## src/hdl/wtca_pkg.sv

```systemverilog
// package of constants and types for the wide timer core
package wtca_pkg;
    localparam logic [15:0] WTCA_BOTTOM = 16'h0000;
    localparam logic [15:0] WTCA_MAX = 16'hFFFF;
    // byte address selects on the 8-bit data bus
    localparam logic [2:0] WTCA_SEL_CNT_LO = 3'h0;
    localparam logic [2:0] WTCA_SEL_CNT_HI = 3'h1;
    localparam logic [2:0] WTCA_SEL_CMPA_LO = 3'h2;
    localparam logic [2:0] WTCA_SEL_CMPA_HI = 3'h3;
    localparam logic [2:0] WTCA_SEL_CMPB_LO = 3'h4;
    localparam logic [2:0] WTCA_SEL_CMPB_HI = 3'h5;
    localparam logic [2:0] WTCA_SEL_CAP_LO = 3'h6;
    localparam logic [2:0] WTCA_SEL_CAP_HI = 3'h7;
    // flag and mask bit positions
    localparam int WTCA_FLG_OVF = 0;
    localparam int WTCA_FLG_CMPA = 1;
    localparam int WTCA_FLG_CMPB = 2;
    localparam int WTCA_FLG_CAP = 3;
    localparam logic [3:0] WTCA_FLAGS_RST = 4'h0;
    // noise filter needs this many equal samples
    localparam int WTCA_FILTER_LEN = 4;
    typedef enum logic [1:0] {
        WTCA_TOP_MAX,
        WTCA_TOP_CMPA,
        WTCA_TOP_CAP
    } wtca_top_t;
    typedef enum logic [1:0] {
        WTCA_CLK_NONE,
        WTCA_CLK_PRESCALE,
        WTCA_CLK_EXT_FALL,
        WTCA_CLK_EXT_RISE
    } wtca_clk_t;
    typedef struct packed {
        logic [2:0] sel;
        logic wr;
        logic rd;
        logic [7:0] wdata;
    } wtca_bus_t;
    typedef struct packed {
        logic cap_rise;
        logic cap_filter;
        logic cap_from_comp;
        wtca_top_t top_src;
        wtca_clk_t clk_src;
        logic pwm_mode;
    } wtca_cfg_t;
endpackage

```

## src/hdl/wtca_timer.sv

```systemverilog
// one instance of the wide timer core with byte access logic
`timescale 1ns/1ps
// Overview of operation
// - bottom is reached when count becomes all zeros
// - maximum is reached when count becomes all ones
// - top comes from max, compare A or capture per mode
// - compare A as top drives no pwm output, stays buffered
// - capture register may serve as top, freeing compare A
// - tick from prescaler or external pin edge; none stops counter
// - both buffered compares checked continuously, feed waveform
// - compare match sets its compare match flag
// - four flags in one register, each masked alone
// - selected capture edge stores count into capture register, except when capture is top
// - optional noise filter on the capture path
// - one shared 8-bit high-byte latch per instance
// - low byte write commits latch and low byte together
// - count and capture low byte reads copy high byte into latch
// - compare high byte reads bypass the latch
// - both instances share this same module
// - cpu write to count beats any count action
// - capture flag set in the same cycle as capture
module wtca_timer
    import wtca_pkg::*;
(
    input wire logic mclk,
    input wire logic rst_n,
    input wire logic power_gate,
    input wire wtca_pkg::wtca_bus_t bus,
    input wire wtca_pkg::wtca_cfg_t cfg,
    input wire logic [3:0] flag_clear,
    input wire logic [3:0] timer_mask_reg,
    input wire logic prescale_tick,
    input wire logic external_count_pin,
    input wire logic capture_input_pin,
    input wire logic comparator_out,
    output logic [7:0] rdata,
    output logic [3:0] timer_flag_reg,
    output logic [3:0] irq,
    output logic [1:0] compare_output_pins
);
    import wtca_pkg::*;

    logic [15:0] count_value, next_count_value;
    logic [15:0] compare_value_a, next_compare_value_a;
    logic [15:0] compare_value_b, next_compare_value_b;
    logic [15:0] buf_a, next_buf_a;
    logic [15:0] buf_b, next_buf_b;
    logic [15:0] capture_value, next_capture_value;
    logic [7:0] hi_latch, next_hi_latch;
    logic [7:0] next_rdata;
    logic [3:0] next_flags;
    logic [3:0] next_irq;
    logic [1:0] next_pins;
    logic [1:0] ext_sync, cap_sync, cmp_sync;
    logic ext_prev, next_ext_prev;
    logic [WTCA_FILTER_LEN-1:0] cap_hist, next_cap_hist;
    logic cap_level, next_cap_level;
    logic tick, active, cap_raw, cap_filt, cap_evt;
    logic [15:0] top;
    logic at_top, match_a, match_b;

    // pin inputs pass two flops before anything reads them
    always_ff @(posedge mclk) begin
        if (!rst_n) begin
            ext_sync <= 2'h0;
            cap_sync <= 2'h0;
            cmp_sync <= 2'h0;
        end else begin
            ext_sync <= {ext_sync[0], external_count_pin};
            cap_sync <= {cap_sync[0], capture_input_pin};
            cmp_sync <= {cmp_sync[0], comparator_out};
        end
    end

    assign active = !power_gate;
    always_comb begin
        case (cfg.clk_src)
            WTCA_CLK_PRESCALE: tick = prescale_tick;
            WTCA_CLK_EXT_RISE: tick = ext_sync[1] && !ext_prev;
            WTCA_CLK_EXT_FALL: tick = !ext_sync[1] && ext_prev;
            default: tick = 1'b0;
        endcase
        case (cfg.top_src)
            WTCA_TOP_CMPA: top = compare_value_a;
            WTCA_TOP_CAP: top = capture_value;
            default: top = WTCA_MAX;
        endcase
        at_top = (count_value == top);
        match_a = (count_value == compare_value_a);
        match_b = (count_value == compare_value_b);
        cap_raw = cfg.cap_from_comp ? cmp_sync[1] : cap_sync[1];
        // filter trades latency for spike rejection
        cap_filt = cfg.cap_filter ? cap_level : cap_raw;
    end

    always_comb begin
        next_ext_prev = ext_sync[1];
        next_cap_hist = {cap_hist[WTCA_FILTER_LEN-2:0], cap_raw};
        next_cap_level = cap_level;
        if (&next_cap_hist) begin
            next_cap_level = 1'b1;
        end else if (~|next_cap_hist) begin
            next_cap_level = 1'b0;
        end
    end

    logic cap_prev, next_cap_prev;
    assign next_cap_prev = cap_filt;
    assign cap_evt = active && (cfg.cap_rise ? (cap_filt && !cap_prev)
                                             : (!cap_filt && cap_prev));

    always_comb begin
        next_count_value = count_value;
        next_compare_value_a = compare_value_a;
        next_compare_value_b = compare_value_b;
        next_buf_a = buf_a;
        next_buf_b = buf_b;
        next_capture_value = capture_value;
        next_hi_latch = hi_latch;
        next_rdata = 8'h00;
        next_flags = timer_flag_reg & ~flag_clear;
        if (active && tick) begin
            if (at_top) begin
                next_count_value = WTCA_BOTTOM;
                // compare units reload from buffers at the period end
                next_compare_value_a = buf_a;
                next_compare_value_b = buf_b;
            end else begin
                next_count_value = count_value + 16'h0001;
            end
            // set wins over a same-cycle clear
            if (at_top) begin
                next_flags[WTCA_FLG_OVF] = 1'b1;
            end
            if (match_a) begin
                next_flags[WTCA_FLG_CMPA] = 1'b1;
            end
            if (match_b) begin
                next_flags[WTCA_FLG_CMPB] = 1'b1;
            end
        end
        if (cap_evt && cfg.top_src != WTCA_TOP_CAP) begin
            next_capture_value = count_value;
            next_flags[WTCA_FLG_CAP] = 1'b1;
        end
        if (!cfg.pwm_mode) begin
            next_compare_value_a = next_buf_a;
            next_compare_value_b = next_buf_b;
        end
        if (bus.wr) begin
            if (bus.sel[0]) begin
                next_hi_latch = bus.wdata;
            end else if (bus.sel == WTCA_SEL_CNT_LO) begin
                next_count_value = {hi_latch, bus.wdata};
            end else if (bus.sel == WTCA_SEL_CMPA_LO) begin
                next_buf_a = {hi_latch, bus.wdata};
            end else if (bus.sel == WTCA_SEL_CMPB_LO) begin
                next_buf_b = {hi_latch, bus.wdata};
            end else begin
                next_capture_value = {hi_latch, bus.wdata};
            end
        end else if (bus.rd) begin
            if (bus.sel == WTCA_SEL_CNT_LO) begin
                next_rdata = count_value[7:0];
                next_hi_latch = count_value[15:8];
            end else if (bus.sel == WTCA_SEL_CAP_LO) begin
                next_rdata = capture_value[7:0];
                next_hi_latch = capture_value[15:8];
            end else if (bus.sel == WTCA_SEL_CMPA_LO) begin
                next_rdata = buf_a[7:0];
            end else if (bus.sel == WTCA_SEL_CMPB_LO) begin
                next_rdata = buf_b[7:0];
            end else if (bus.sel == WTCA_SEL_CMPA_HI) begin
                next_rdata = buf_a[15:8];
            end else if (bus.sel == WTCA_SEL_CMPB_HI) begin
                next_rdata = buf_b[15:8];
            end else begin
                next_rdata = hi_latch;
            end
        end
        next_irq = next_flags & timer_mask_reg;
        next_pins = compare_output_pins;
        if (active && tick) begin
            // compare A used as top gives no waveform in pwm mode
            if (match_a && !(cfg.pwm_mode && cfg.top_src == WTCA_TOP_CMPA)) begin
                next_pins[0] = !compare_output_pins[0];
            end
            if (match_b) begin
                next_pins[1] = !compare_output_pins[1];
            end
        end
    end

    always_ff @(posedge mclk) begin
        if (!rst_n) begin
            count_value <= 16'h0000;
            compare_value_a <= 16'h0000;
            compare_value_b <= 16'h0000;
            buf_a <= 16'h0000;
            buf_b <= 16'h0000;
            capture_value <= 16'h0000;
            hi_latch <= 8'h00;
            rdata <= 8'h00;
            timer_flag_reg <= WTCA_FLAGS_RST;
            irq <= 4'h0;
            compare_output_pins <= 2'h0;
            ext_prev <= 1'b0;
            cap_hist <= '0;
            cap_level <= 1'b0;
            cap_prev <= 1'b0;
        end else begin
            count_value <= next_count_value;
            compare_value_a <= next_compare_value_a;
            compare_value_b <= next_compare_value_b;
            buf_a <= next_buf_a;
            buf_b <= next_buf_b;
            capture_value <= next_capture_value;
            hi_latch <= next_hi_latch;
            rdata <= next_rdata;
            timer_flag_reg <= next_flags;
            irq <= next_irq;
            compare_output_pins <= next_pins;
            ext_prev <= next_ext_prev;
            cap_hist <= next_cap_hist;
            cap_level <= next_cap_level;
            cap_prev <= next_cap_prev;
        end
    end
endmodule

```

## config.mk

```make
export PLATFORM = sky130hd
export DESIGN_NAME = wtca_timer
export DESIGN_NICKNAME = d
export VERILOG_FILES = /design/src/hdl/wtca_pkg.sv /design/src/hdl/wtca_timer.sv
export SDC_FILE = /design/constraint.sdc
export NUM_CORES = 1
export LEC_CHECK = 0
export BUFFER_PORTS_ARGS = -buffer_cell sky130_fd_sc_hd__clkbuf_2
export CAP_MARGIN = 10
export CORE_MARGIN = 4
export CORE_UTILIZATION = 55
export DETAILED_ROUTE_END_ITERATION = 6
export GPL_ROUTABILITY_DRIVEN = 0
export PLACE_DENSITY = 0.74
export SETUP_SLACK_MARGIN = 0.4
export SLEW_MARGIN = 20
export SYNTH_ARGS = -nofsm -noshare
export SYNTH_HDL_FRONTEND = slang
export SYNTH_SLANG_ARGS = --single-unit
```

## constraint.sdc

```tcl
create_clock -name mclk -period 3.08 [get_ports mclk]
set_input_delay 0.308 -clock mclk [delete_from_list [all_inputs] [get_ports mclk]]
set_output_delay 0.308 -clock mclk [all_outputs]
set_load 0.05 [all_outputs]
```

==> results.sh, run 1 <==
export IMPL_status="complete, but fails checks"
export IMPL_violations="design-rule violations"
export IMPL_drive_gt1_share_pct=12.98
export IMPL_die_h_microns=125.6
export IMPL_synth_seq_cells=134
export IMPL_cp_required_ps=3370
export IMPL_cpLargestDelayFamily="simple AND/OR/NAND/NOR gates"
export IMPL_timing_critical_path_cells="clkbuf_2 > inv_1 > ha_1 > a221oi_1 > xor2_1 > nand4_1 > nor4_4 > buf_12 > and2_1 > buf_4 > o32ai_1"
export IMPL_drv_slew=0
export IMPL_grt_ovfl_total=0
export IMPL_firstDrtPassIters=7
export IMPL_drc=3
export IMPL_htreeDepth=4
export IMPL_setup_tns_final_ps=0
export IMPL_rsz0062_at_grt="no"
export IMPL_syn_avg_cell_area_sq_um=8.491
export IMPL_ys_async_sr_fraction_pct=0
export IMPL_grt_pass1_vias=6613
export IMPL_yosys_area_share_simple_pct=20.91
export IMPL_yosysWarningCount=0
export IMPL_rows=42
export IMPL_fin_crit_ps=2540
export IMPL_ir_drop_mv=0.3420
export IMPL_fin_crit_sh_pct=82.47
export IMPL_hold_ws_ps=78.19
export IMPL_final_cell_mix="134 x dfxtp_1, 124 x nand2_1, 70 x nor2_1, 70 x nand3_1, 56 x mux2i_1"
export IMPL_worst_setup_path_type="in2reg"
export IMPL_synth_edff_count=0
export IMPL_vias_per_cell=6.457
export IMPL_wire_per_inst_microns=20.61
export IMPL_ys_types=55
export IMPL_muxShareOfSynthArea_pct=7.524
export IMPL_cp_max_fo=17
export IMPL_relSlewSlack_pct=35.94
export IMPL_area_delta_synth_final_pct=8.298
export IMPL_use_met3_pct=6.311
export IMPL_start_kind="input pin"
export IMPL_grt_pass1_wl_mm=35.77
export IMPL_worstSkewPairLatency_ps=430
export IMPL_wl_mm=22.36
export IMPL_fin_skew_ps=7.726
export IMPL_final_util_pct=61.42
export IMPL_arrival_ps=2830
export IMPL_setup_viol=0
export IMPL_synthAdderAreaFrac_pct=0.4939
export IMPL_synth_nets=934
export IMPL_seq_area_frac_synth_pct=35.30
export IMPL_fp_dieArea_sq_um=15760
export IMPL_io_pins=54
export IMPL_num_antenna_cells=0
export IMPL_antenna_found_initial=0
export IMPL_grtUsageMet1_pct=38.42
export IMPL_cellLeakagePower_nw=3.059
export IMPL_fmax_ghz=0.3937
export IMPL_use_met2_pct=43.58
export IMPL_io_buffers=53
export IMPL_final_common_cell="dfxtp_1"
export IMPL_cts_tree="built"
export IMPL_endpoint_kind="flip-flop"
export IMPL_path_clk_slew_ps=60
export IMPL_via_count=7006
export IMPL_synth_compound_area_share_pct=18.90
export IMPL_path_buf_inv=4
export IMPL_cts_max_path_buffers=2
export IMPL_postSynthCellCount=895
export IMPL_synth_flop_cell="dfxtp_1"
export IMPL_grt_max_degree=47
export IMPL_synth_top_family_by_area="simple AND/OR/NAND/NOR gates"
export IMPL_crit_slowest_cell="a221oi_1"
export IMPL_grt_busiest_layer="met2"
export IMPL_p_per_area_nw_per_um2=517.1
export IMPL_core_sq_um=13400
export IMPL_die_w_microns=125.6
export IMPL_slowest_delay_ps=450
export IMPL_worst_pin_slew_ps=960.9
export IMPL_min_path_type="in2reg"
export IMPL_initial_core_util_pct=56.71
export IMPL_root_buffer="clkbuf_16"
export IMPL_max_cap_violations=0
export IMPL_dp_hpwl_mm=15.06
export IMPL_nets=935
export IMPL_synth_xor_xnor_area_share_pct=7.376
export IMPL_cts_setup_buffers=0
export IMPL_final_antenna_net_count=0
export IMPL_finalHoldViolCount=0
export IMPL_syn_cell_area_sq_um=7600
export IMPL_cts_sinks=134
export IMPL_groute_usage_overall_pct=28.44
export IMPL_numCtsBuffers=17
export IMPL_drt_iter0_drc=1110
-- stage by stage --
step	power (W)	cells	instance area, sq um	worst slack (ps)
after floorplan	0.002137	895	7600	631.1
after CTS	0.004261	1085	8228	533.8
after global placement	0.002239	1053	7640	252.4
after global routing	0.004380	1085	8230	429.3
final	0.004256	1085	8230	539.8
after detailed placement	0.002245	1053	7640	188.2
-- synth_stat cells, types with 6 or more instances --
master,instances,share of area [%]
a211oi_1,22,2.2
nor2b_1,8,0.66
mux2i_1,56,7.4
nand4_1,16,1.3
nor4_1,6,0.49
nor3_1,6,0.40
a311o_1,32,4.2
clkbuf_8,19,3.4
clkbuf_1,54,2.7
a22o_1,8,0.92
a21oi_1,52,3.4
nand3_1,70,4.6
dfxtp_1,134,35
a221oi_1,19,2.2
o21ai_0,12,0.79
nand2_1,124,6.1
and2_1,23,1.9
xor2_1,20,2.3
nor2_1,70,3.5
o32ai_1,14,1.6
o221ai_1,12,1.4
xnor2_1,44,5.1
o22a_1,6,0.69
-- logic make-up after synthesis --
kind of cell             Yosys count
AO/OA/AOI/OAI                    191
adder cells (fa/ha/maj)            3
XOR/XNOR                          64
flip-flops                       134
buffers and inverters            103
AND/OR/NAND/NOR                  343
multiplexers                      57
-- layout make-up --
class	count	area (sq um)
fillers	1175	5170
multi-input cells	658	4217
flip-flops and latches	134	2683
repair buffers	79	500.5
clock buffers	24	491.7
well taps	176	220.2
clock inverters	8	96.34
inverters	6	22.52
-- report_power, final --
group	total (W)	switching, W	internal (W)	leakage [nW]
clock network	0.00203	0.000761	0.00127	0.290
registers	0.00182	0.0000491	0.00177	1.08
logic	0.000405	0.000268	0.000137	1.68
-- final timing paths --
path,startpoint,end,slack (ps),cells after the start
worst max-delay path,cfg[4],count_value[6],540,11
worst min-delay path,timer_mask_reg[3],irq[3],80,2
worst max register to register,capture_value[6],count_value[6],640,8
worst min register to register,cmp_sync[0],cmp_sync[1],430,1
-- timing repair --
action / 4_1_cts / 5_1_grt
endpoints found under the setup margin: 0 / 19
gates resized for setup: 0 / 1
hold buffers: 0 / 0
-- layer usage --
metal  vias to the layer above  part of all wire, %
li1                       3203                    -
met1                      3264                   41
met5                         -                    0
met3                        70                   12
met2                       469                   44
met4                         0                  3.7
(Power assumes the default switching activity.)
==> run 2, diff against run 1 <==
--- a/config.mk
+++ b/config.mk
@@ -5,6 +5,7 @@
 export SDC_FILE = /design/constraint.sdc
 export NUM_CORES = 1
 export LEC_CHECK = 0
+export ABC_AREA = 1
 export BUFFER_PORTS_ARGS = -buffer_cell sky130_fd_sc_hd__clkbuf_2
 export CAP_MARGIN = 10
 export CORE_MARGIN = 4
==> constraint.sdc (replaced) <==
create_clock -name mclk -period 2.4 [get_ports mclk]
set_input_delay 0.24 -clock mclk [delete_from_list [all_inputs] [get_ports mclk]]
set_output_delay 0.24 -clock mclk [all_outputs]
set_load 0.05 [all_outputs]
==> run 2 against run 1 <==
  * The flow now finishes without violations
  * Register-to-register slack lost 99 ps
  * Final cell count increased by 21%
  * Non-clock buffer count is 7 higher
  * Critical path depth is the same
  * Synthesized area is 6.3% lower
  * Core utilization rose by 3.6 points
  * Largest power group unchanged
  * Highest routed layer unchanged
==> results.sh, run 2 <==
export IMPL_status="complete, no violations"
export IMPL_min_path_type="in2reg"
export IMPL_drive_gt1_share_pct=12.58
export IMPL_firstDrtPassIters=7
export IMPL_timing_critical_path_cells="clkinvlp_4 > nor3_4 > nand2_1 > nor2_2 > nand2_2 > nor2_1 > nand2_1 > nand2_1 > nand2_1 > nand2_1 > a21oi_2"
export IMPL_syn_cell_area_sq_um=7124
export IMPL_synth_flop_cell="dfxtp_1"
export IMPL_final_antenna_net_count=0
export IMPL_numCtsBuffers=17
export IMPL_synth_top_area_share_pct=37.65
export IMPL_synth_nets=1119
export IMPL_final_util_pct=64.98
export IMPL_io_pins=54
export IMPL_post_synth_top_count_cell="nand2_1"
export IMPL_rsz0062_at_grt="yes"
export IMPL_synth_top_area_cell="dfxtp_1"
export IMPL_final_common_cell="nand2_1"
export IMPL_cts_sinks=134
export IMPL_postSynthCellCount=1080
export IMPL_ys_types=35
export IMPL_setup_viol=0
export IMPL_fill_cells=1180
export IMPL_drt_iter0_drc=888
export IMPL_setup_tns_final_ps=0
export IMPL_p_per_area_nw_per_um2=695.4
export IMPL_fin_crit_sh_pct=77.44
export IMPL_grt_pass1_wl_mm=34.82
export IMPL_cp_max_fo=7
export IMPL_cts_tree="built"
export IMPL_worst_pin_slew_ps=686.4
export IMPL_yosysWarningCount=0
export IMPL_htreeDepth=4
export IMPL_drc=0
export IMPL_root_buffer="clkbuf_16"
export IMPL_grt_ovfl_total=0
export IMPL_max_cap_violations=0
export IMPL_dp_hpwl_mm=14.94
export IMPL_wl_met3_mm=1.960
export IMPL_ir_drop_mv=0.4896
export IMPL_path_common_cell="nand2_1"
export IMPL_wire_per_inst_microns=16.80
export IMPL_stdcell_count=1309
export IMPL_syn_avg_cell_area_sq_um=6.597
export IMPL_met2_length_mm=10.22
export IMPL_start_kind="flip-flop"
export IMPL_endpoint_kind="flip-flop"
export IMPL_die_h_microns=121.8
export IMPL_dpl_cell_count=1270
export IMPL_synth_area_leaders="dfxtp_1 38%, nand2_1 14%, o21ai_0 6.5%, nor2_1 6.2%, a21oi_1 6.2%"
export IMPL_via_count=7403
export IMPL_arrival_ps=2140
export IMPL_path_clk_slew_ps=60
export IMPL_drv_slew=0
export IMPL_cellLeakagePower_nw=3.774
export IMPL_fin_skew_ps=9.546
export IMPL_num_antenna_cells=0
export IMPL_final_cell_mix="266 x nand2_1, 130 x dfxtp_1, 115 x nor2_1"
export IMPL_fp_dieArea_sq_um=14840
export IMPL_ys_async_sr_fraction_pct=0
export IMPL_grt_pass1_vias=6623
export IMPL_synth_common_cells="267 x nand2_1, 134 x dfxtp_1, 118 x nor2_1, 112 x inv_1, 93 x o21ai_0"
export IMPL_m1WireLength_mm=8.808
export IMPL_grt_max_degree=75
export IMPL_cts_max_path_buffers=2
export IMPL_core_sq_um=12670
export IMPL_hold_ws_ps=16.28
export IMPL_initial_core_util_pct=56.23
export IMPL_stdcell_area_sq_um=8234
export IMPL_groute_usage_overall_pct=30.34
export IMPL_io_buffers=53
export IMPL_routed_top_layer="met4"
export IMPL_synth_edff_count=0
export IMPL_crit_slowest_cell="dfxtp_4"
export IMPL_relSlewSlack_pct=54.19
export IMPL_nets=1163
export IMPL_fin_crit_ps=1859
export IMPL_worstSkewPairLatency_ps=420
export IMPL_area_delta_synth_final_pct=15.58
export IMPL_vias_per_cell=5.655
export IMPL_worst_setup_path_type="reg2reg"
export IMPL_slowest_delay_ps=400
export IMPL_finalHoldViolCount=0
export IMPL_fmax_ghz=0.5380
export IMPL_rows=41
export IMPL_die_w_microns=121.8
export IMPL_cp_required_ps=2680
export IMPL_antenna_found_initial=0
export IMPL_seq_area_frac_synth_pct=37.65
export IMPL_synth_seq_cells=134
export IMPL_place_area_sq_um=7542
export IMPL_wl_mm=21.99
-- run 2: where the power goes --
group	switching [W]	leakage (nW)	internal (W)
registers	0.0000886	1.10	0.00231
logic	0.000435	2.38	0.000249
clock network	0.000974	0.294	0.00167
-- run 2: cells by family (layout without fill, tap and decap cells) --
kind of cell	Yosys count	count (layout)	share of synthesized area, %
AO/OA/AOI/OAI	231	231	18.02
XOR/XNOR	20	20	2.459
adder cells (fa/ha/maj)	3	3	0.5269
buffers and inverters	179	236	10.36
flip-flops	134	134	37.65
AND/OR/NAND/NOR	513	513	30.98
-- run 2: final cells by class --
cell class	count	area [sq um]	share of cell area [%]
clock inverters	7	91.34	1.109
repair buffers	86	558.0	6.777
flip-flops and latches	134	2690	32.67
clock buffers	25	505.5	6.139
multi-input cells	767	3724	45.22
inverters	118	450.4	5.470
well taps	172	215.2	2.614
-- run 2: worst max-delay path, delay by kind of cell, from the launching register on --
| kind | cells | cell delay (ps) |
|---|---|---|
| compound gates | 1 | 50 |
| simple gates | 9 | 1100 |
| buf+inv | 1 | 170 |
| flops | 1 | 400 |
-- run 2: through the flow --
stage	setup WS (ps)	total power (W)
after global placement	149.1	0.003088
after floorplan	519.1	0.002884
final	541.4	0.005726
after CTS	403.8	0.005713
after detailed placement	82.09	0.003098
after global routing	377.8	0.005930
-- run 2: path summary, 6_finish.rpt --
check | startpoint | depth (start not counted) | end | slack, ps
setup / recovery | count_value[0] | 11 | count_value[15] | 540
hold / removal | timer_mask_reg[2] | 3 | irq[2] | 20
setup reg to reg | count_value[0] | 11 | count_value[15] | 540
hold reg to reg | cmp_sync[0] | 2 | cmp_sync[1] | 410
-- run 2: timing repair --
item                       in CTS  in global routing
hold endpoints to repair        3                  0
hold buffers                    3                  0
gates cloned                    0                  0
setup buffers                   0                  4
gates resized for setup         2                 13
setup endpoints to repair       2                 54
-- run 2: per-layer routing --
metal	vias to the layer above	track usage (%)
met5	-	0
met4	0	15.62
met3	69	6.221
met2	403	47.93
met1	3329	39.27
li1	3602	-
==> run 3, diff against run 2 <==
--- a/config.mk
+++ b/config.mk
@@ -5,7 +5,7 @@
 export SDC_FILE = /design/constraint.sdc
 export NUM_CORES = 1
 export LEC_CHECK = 0
-export ABC_AREA = 1
+export ABC_AREA = 0
 export BUFFER_PORTS_ARGS = -buffer_cell sky130_fd_sc_hd__clkbuf_2
 export CAP_MARGIN = 10
 export CORE_MARGIN = 4
==> constraint.sdc (replaced) <==
create_clock -name mclk -period 1.85 [get_ports mclk]
set_input_delay 0.185 -clock mclk [delete_from_list [all_inputs] [get_ports mclk]]
set_output_delay 0.185 -clock mclk [all_outputs]
set_load 0.05 [all_outputs]
==> run 3 against run 2 <==
  * Sequential cell count did not move
  * The flow now finishes with violations (negative setup slack)
  * Via count grew 10%
  * Total power is 40% higher
  * Final cell count shrank 7.4%
  * Non-clock buffer count is 120 higher
  * Die area rose by 6.2%
  * Critical path type unchanged
  * Routed wire length is 29% higher
  * First-iteration DRC count up 31%
  * Combinational power grew 48%
==> results.sh, run 3 (synthesized netlist as in run 1, its figures left out) <==
export IMPL_initial_core_util_pct=56.71
export IMPL_nets=1063
export IMPL_cts_max_path_buffers=2
export IMPL_ir_drop_mv=0.6665
export IMPL_die_h_microns=125.6
export IMPL_relSlewSlack_pct=69.09
export IMPL_seqPwrFrac_pct=37.5
export IMPL_status="complete, but fails checks"
export IMPL_place_area_sq_um=8419
export IMPL_root_buffer="clkbuf_16"
export IMPL_drc=0
export IMPL_path_buf_inv=3
export IMPL_clock_power_share_pct=49.8
export IMPL_worst_setup_path_type="reg2reg"
export IMPL_grt_ovfl_total=0
export IMPL_wl_mm=28.37
export IMPL_fin_crit_sh_pct=129.8
export IMPL_cp_required_ps=2160
export IMPL_path_clk_slew_ps=60
export IMPL_vias_per_cell=6.718
export IMPL_finalHoldViolCount=0
export IMPL_endpoint_kind="flip-flop"
export IMPL_fin_skew_ps=17.65
export IMPL_io_pins=54
export IMPL_fp_dieArea_sq_um=15760
export IMPL_cts_tree="built"
export IMPL_cellLeakagePower_nw=3.961
export IMPL_drv_slew=0
export IMPL_num_antenna_cells=0
export IMPL_final_common_cell="nand2_1"
export IMPL_hold_ws_ps=64.99
export IMPL_io_buffers=53
export IMPL_cpLargestDelayFamily="simple AND/OR/NAND/NOR gates"
export IMPL_crit_slowest_cell="nor4_4"
export IMPL_arrival_ps=2710
export IMPL_rsz0062_at_grt="yes"
export IMPL_setup_ws_ps=-552.0
export IMPL_switching_share_pct=24.55
export IMPL_drt_iter0_drc=1166
export IMPL_min_path_type="in2reg"
export IMPL_drive_gt1_share_pct=30.31
export IMPL_power_total_w=0.008009
export IMPL_dp_hpwl_mm=16.04
export IMPL_die_w_microns=125.6
export IMPL_fin_crit_ps=2402
export IMPL_fmax_ghz=0.4163
export IMPL_htreeDepth=4
export IMPL_grt_max_degree=60
export IMPL_place_ws_ps=-777.9
export IMPL_antenna_found_initial=0
export IMPL_slowest_delay_ps=420
export IMPL_cts_sinks=134
export IMPL_start_kind="flip-flop"
export IMPL_p_per_area_nw_per_um2=792.7
export IMPL_timing_critical_path_cells="a221oi_4 > xor2_1 > nand4_1 > nor4_4 > buf_4 > buf_6 > buf_12 > mux2i_1 > a311o_1"
export IMPL_grt_pass1_vias=7509
export IMPL_worst_pin_slew_ps=459.4
export IMPL_stdcell_area_sq_um=10100
export IMPL_cp_max_fo=8
export IMPL_groute_usage_overall_pct=32.61
export IMPL_firstDrtPassIters=5
export IMPL_wire_per_inst_microns=23.40
export IMPL_area_delta_synth_final_pct=32.94
export IMPL_violations="negative setup slack"
export IMPL_p_int_w=0.006043
export IMPL_core_sq_um=13400
export IMPL_max_cap_violations=0
export IMPL_final_cell_mix="123 x nand2_1, 112 x dfxtp_1, 108 x buf_4"
export IMPL_fill_cells=849
export IMPL_grt_pass1_wl_mm=40.57
export IMPL_power_net_switching_w=0.001966
export IMPL_final_antenna_net_count=0
export IMPL_via_count=8142
export IMPL_numCtsBuffers=17
export IMPL_setup_viol=65
export IMPL_worstSkewPairLatency_ps=440
export IMPL_comb_power_share_pct=12.7
export IMPL_rows=42
-- run 3: cell count changes in the layout (fill, tap and decap cells not counted), moves of 20 or more --
cell	change
xnor2_1	+27
nor2_1	-45
and2_1	+21
buf_4	+81
mux2i_1	+53
inv_1	-107
a21oi_1	-39
a311o_1	+32
o21ai_0	-80
nand2_1	-143
buf_6	+20
-- run 3: final cells by class --
cell class	count	area, sq um	area share [%]
clock buffer	22	454.2	4.495
inverter	6	32.53	0.3220
timing repair buffer	206	1787	17.68
tap	176	220.2	2.180
sequential	134	2718	26.90
multi-input combinational	659	4669	46.22
clock inverter	9	222.7	2.204
-- run 3: stage by stage --
| step | std cells | TNS (ps) | util (%) |
|---|---|---|---|
| 4_1_cts | 1197 | -15350 | 73.00 |
| 6_report | 1212 | -24140 | 75.40 |
| 5_1_grt | 1212 | -27030 | 75.40 |
| 2_1_floorplan | 895 | -14190 | - |
| 3_5_place_dp | 1132 | -37980 | 62.83 |
| 3_3_place_gp | 1132 | -32660 | 62.83 |
-- run 3: worst paths after layout --
| kind | from | cells past startpoint | slack, ps | to |
|---|---|---|---|---|
| max | capture_value[8] | 9 | -550 | compare_value_a[8] |
| min | cfg[6] | 3 | 60 | cap_prev |
| max reg2reg | capture_value[8] | 9 | -550 | compare_value_a[8] |
| min reg2reg | cap_sync[0] | 1 | 430 | cap_sync[1] |
-- run 3: layer usage --
layer	track usage, %	wire [microns]	vias to the layer above	part of all wire [%]
li1	-	-	3476	-
met1	40.13	10010	3787	35
met2	52.20	12880	671	45
met3	6.567	3318	208	12
met4	20.47	2158	0	7.6
met5	0	0	-	0
-- run 3: worst reg2reg max path, delay by kind of cell, from the launching register on --
family	cells	cell delay, ps
AO/OA/AOI/OAI	2	570
XOR/XNOR	1	200
buffers and inverters	3	450
flip-flops	1	340
multiplexers	1	90
AND/OR/NAND/NOR	2	620
-- run 3: power by group through the flow --
stage	logic, W	clock network [W]	registers [W]
after global placement	0.000804	0	0.00306
after CTS	0.000895	0.00396	0.00300
final	0.00101	0.00399	0.00300
after detailed placement	0.000819	0	0.00306
after floorplan	0.000527	0	0.00307
after global routing	0.00105	0.00411	0.00301
-- run 3: timing repair --
action / in CTS / in global routing
gates resized for setup: 73 / 33
gates cloned: 7 / 1
setup endpoints to repair: 75 / 79
hold buffers: 7 / 0
hold endpoints to repair: 7 / 0
pin swaps: 27 / 21
buffers inserted: 20 / 14
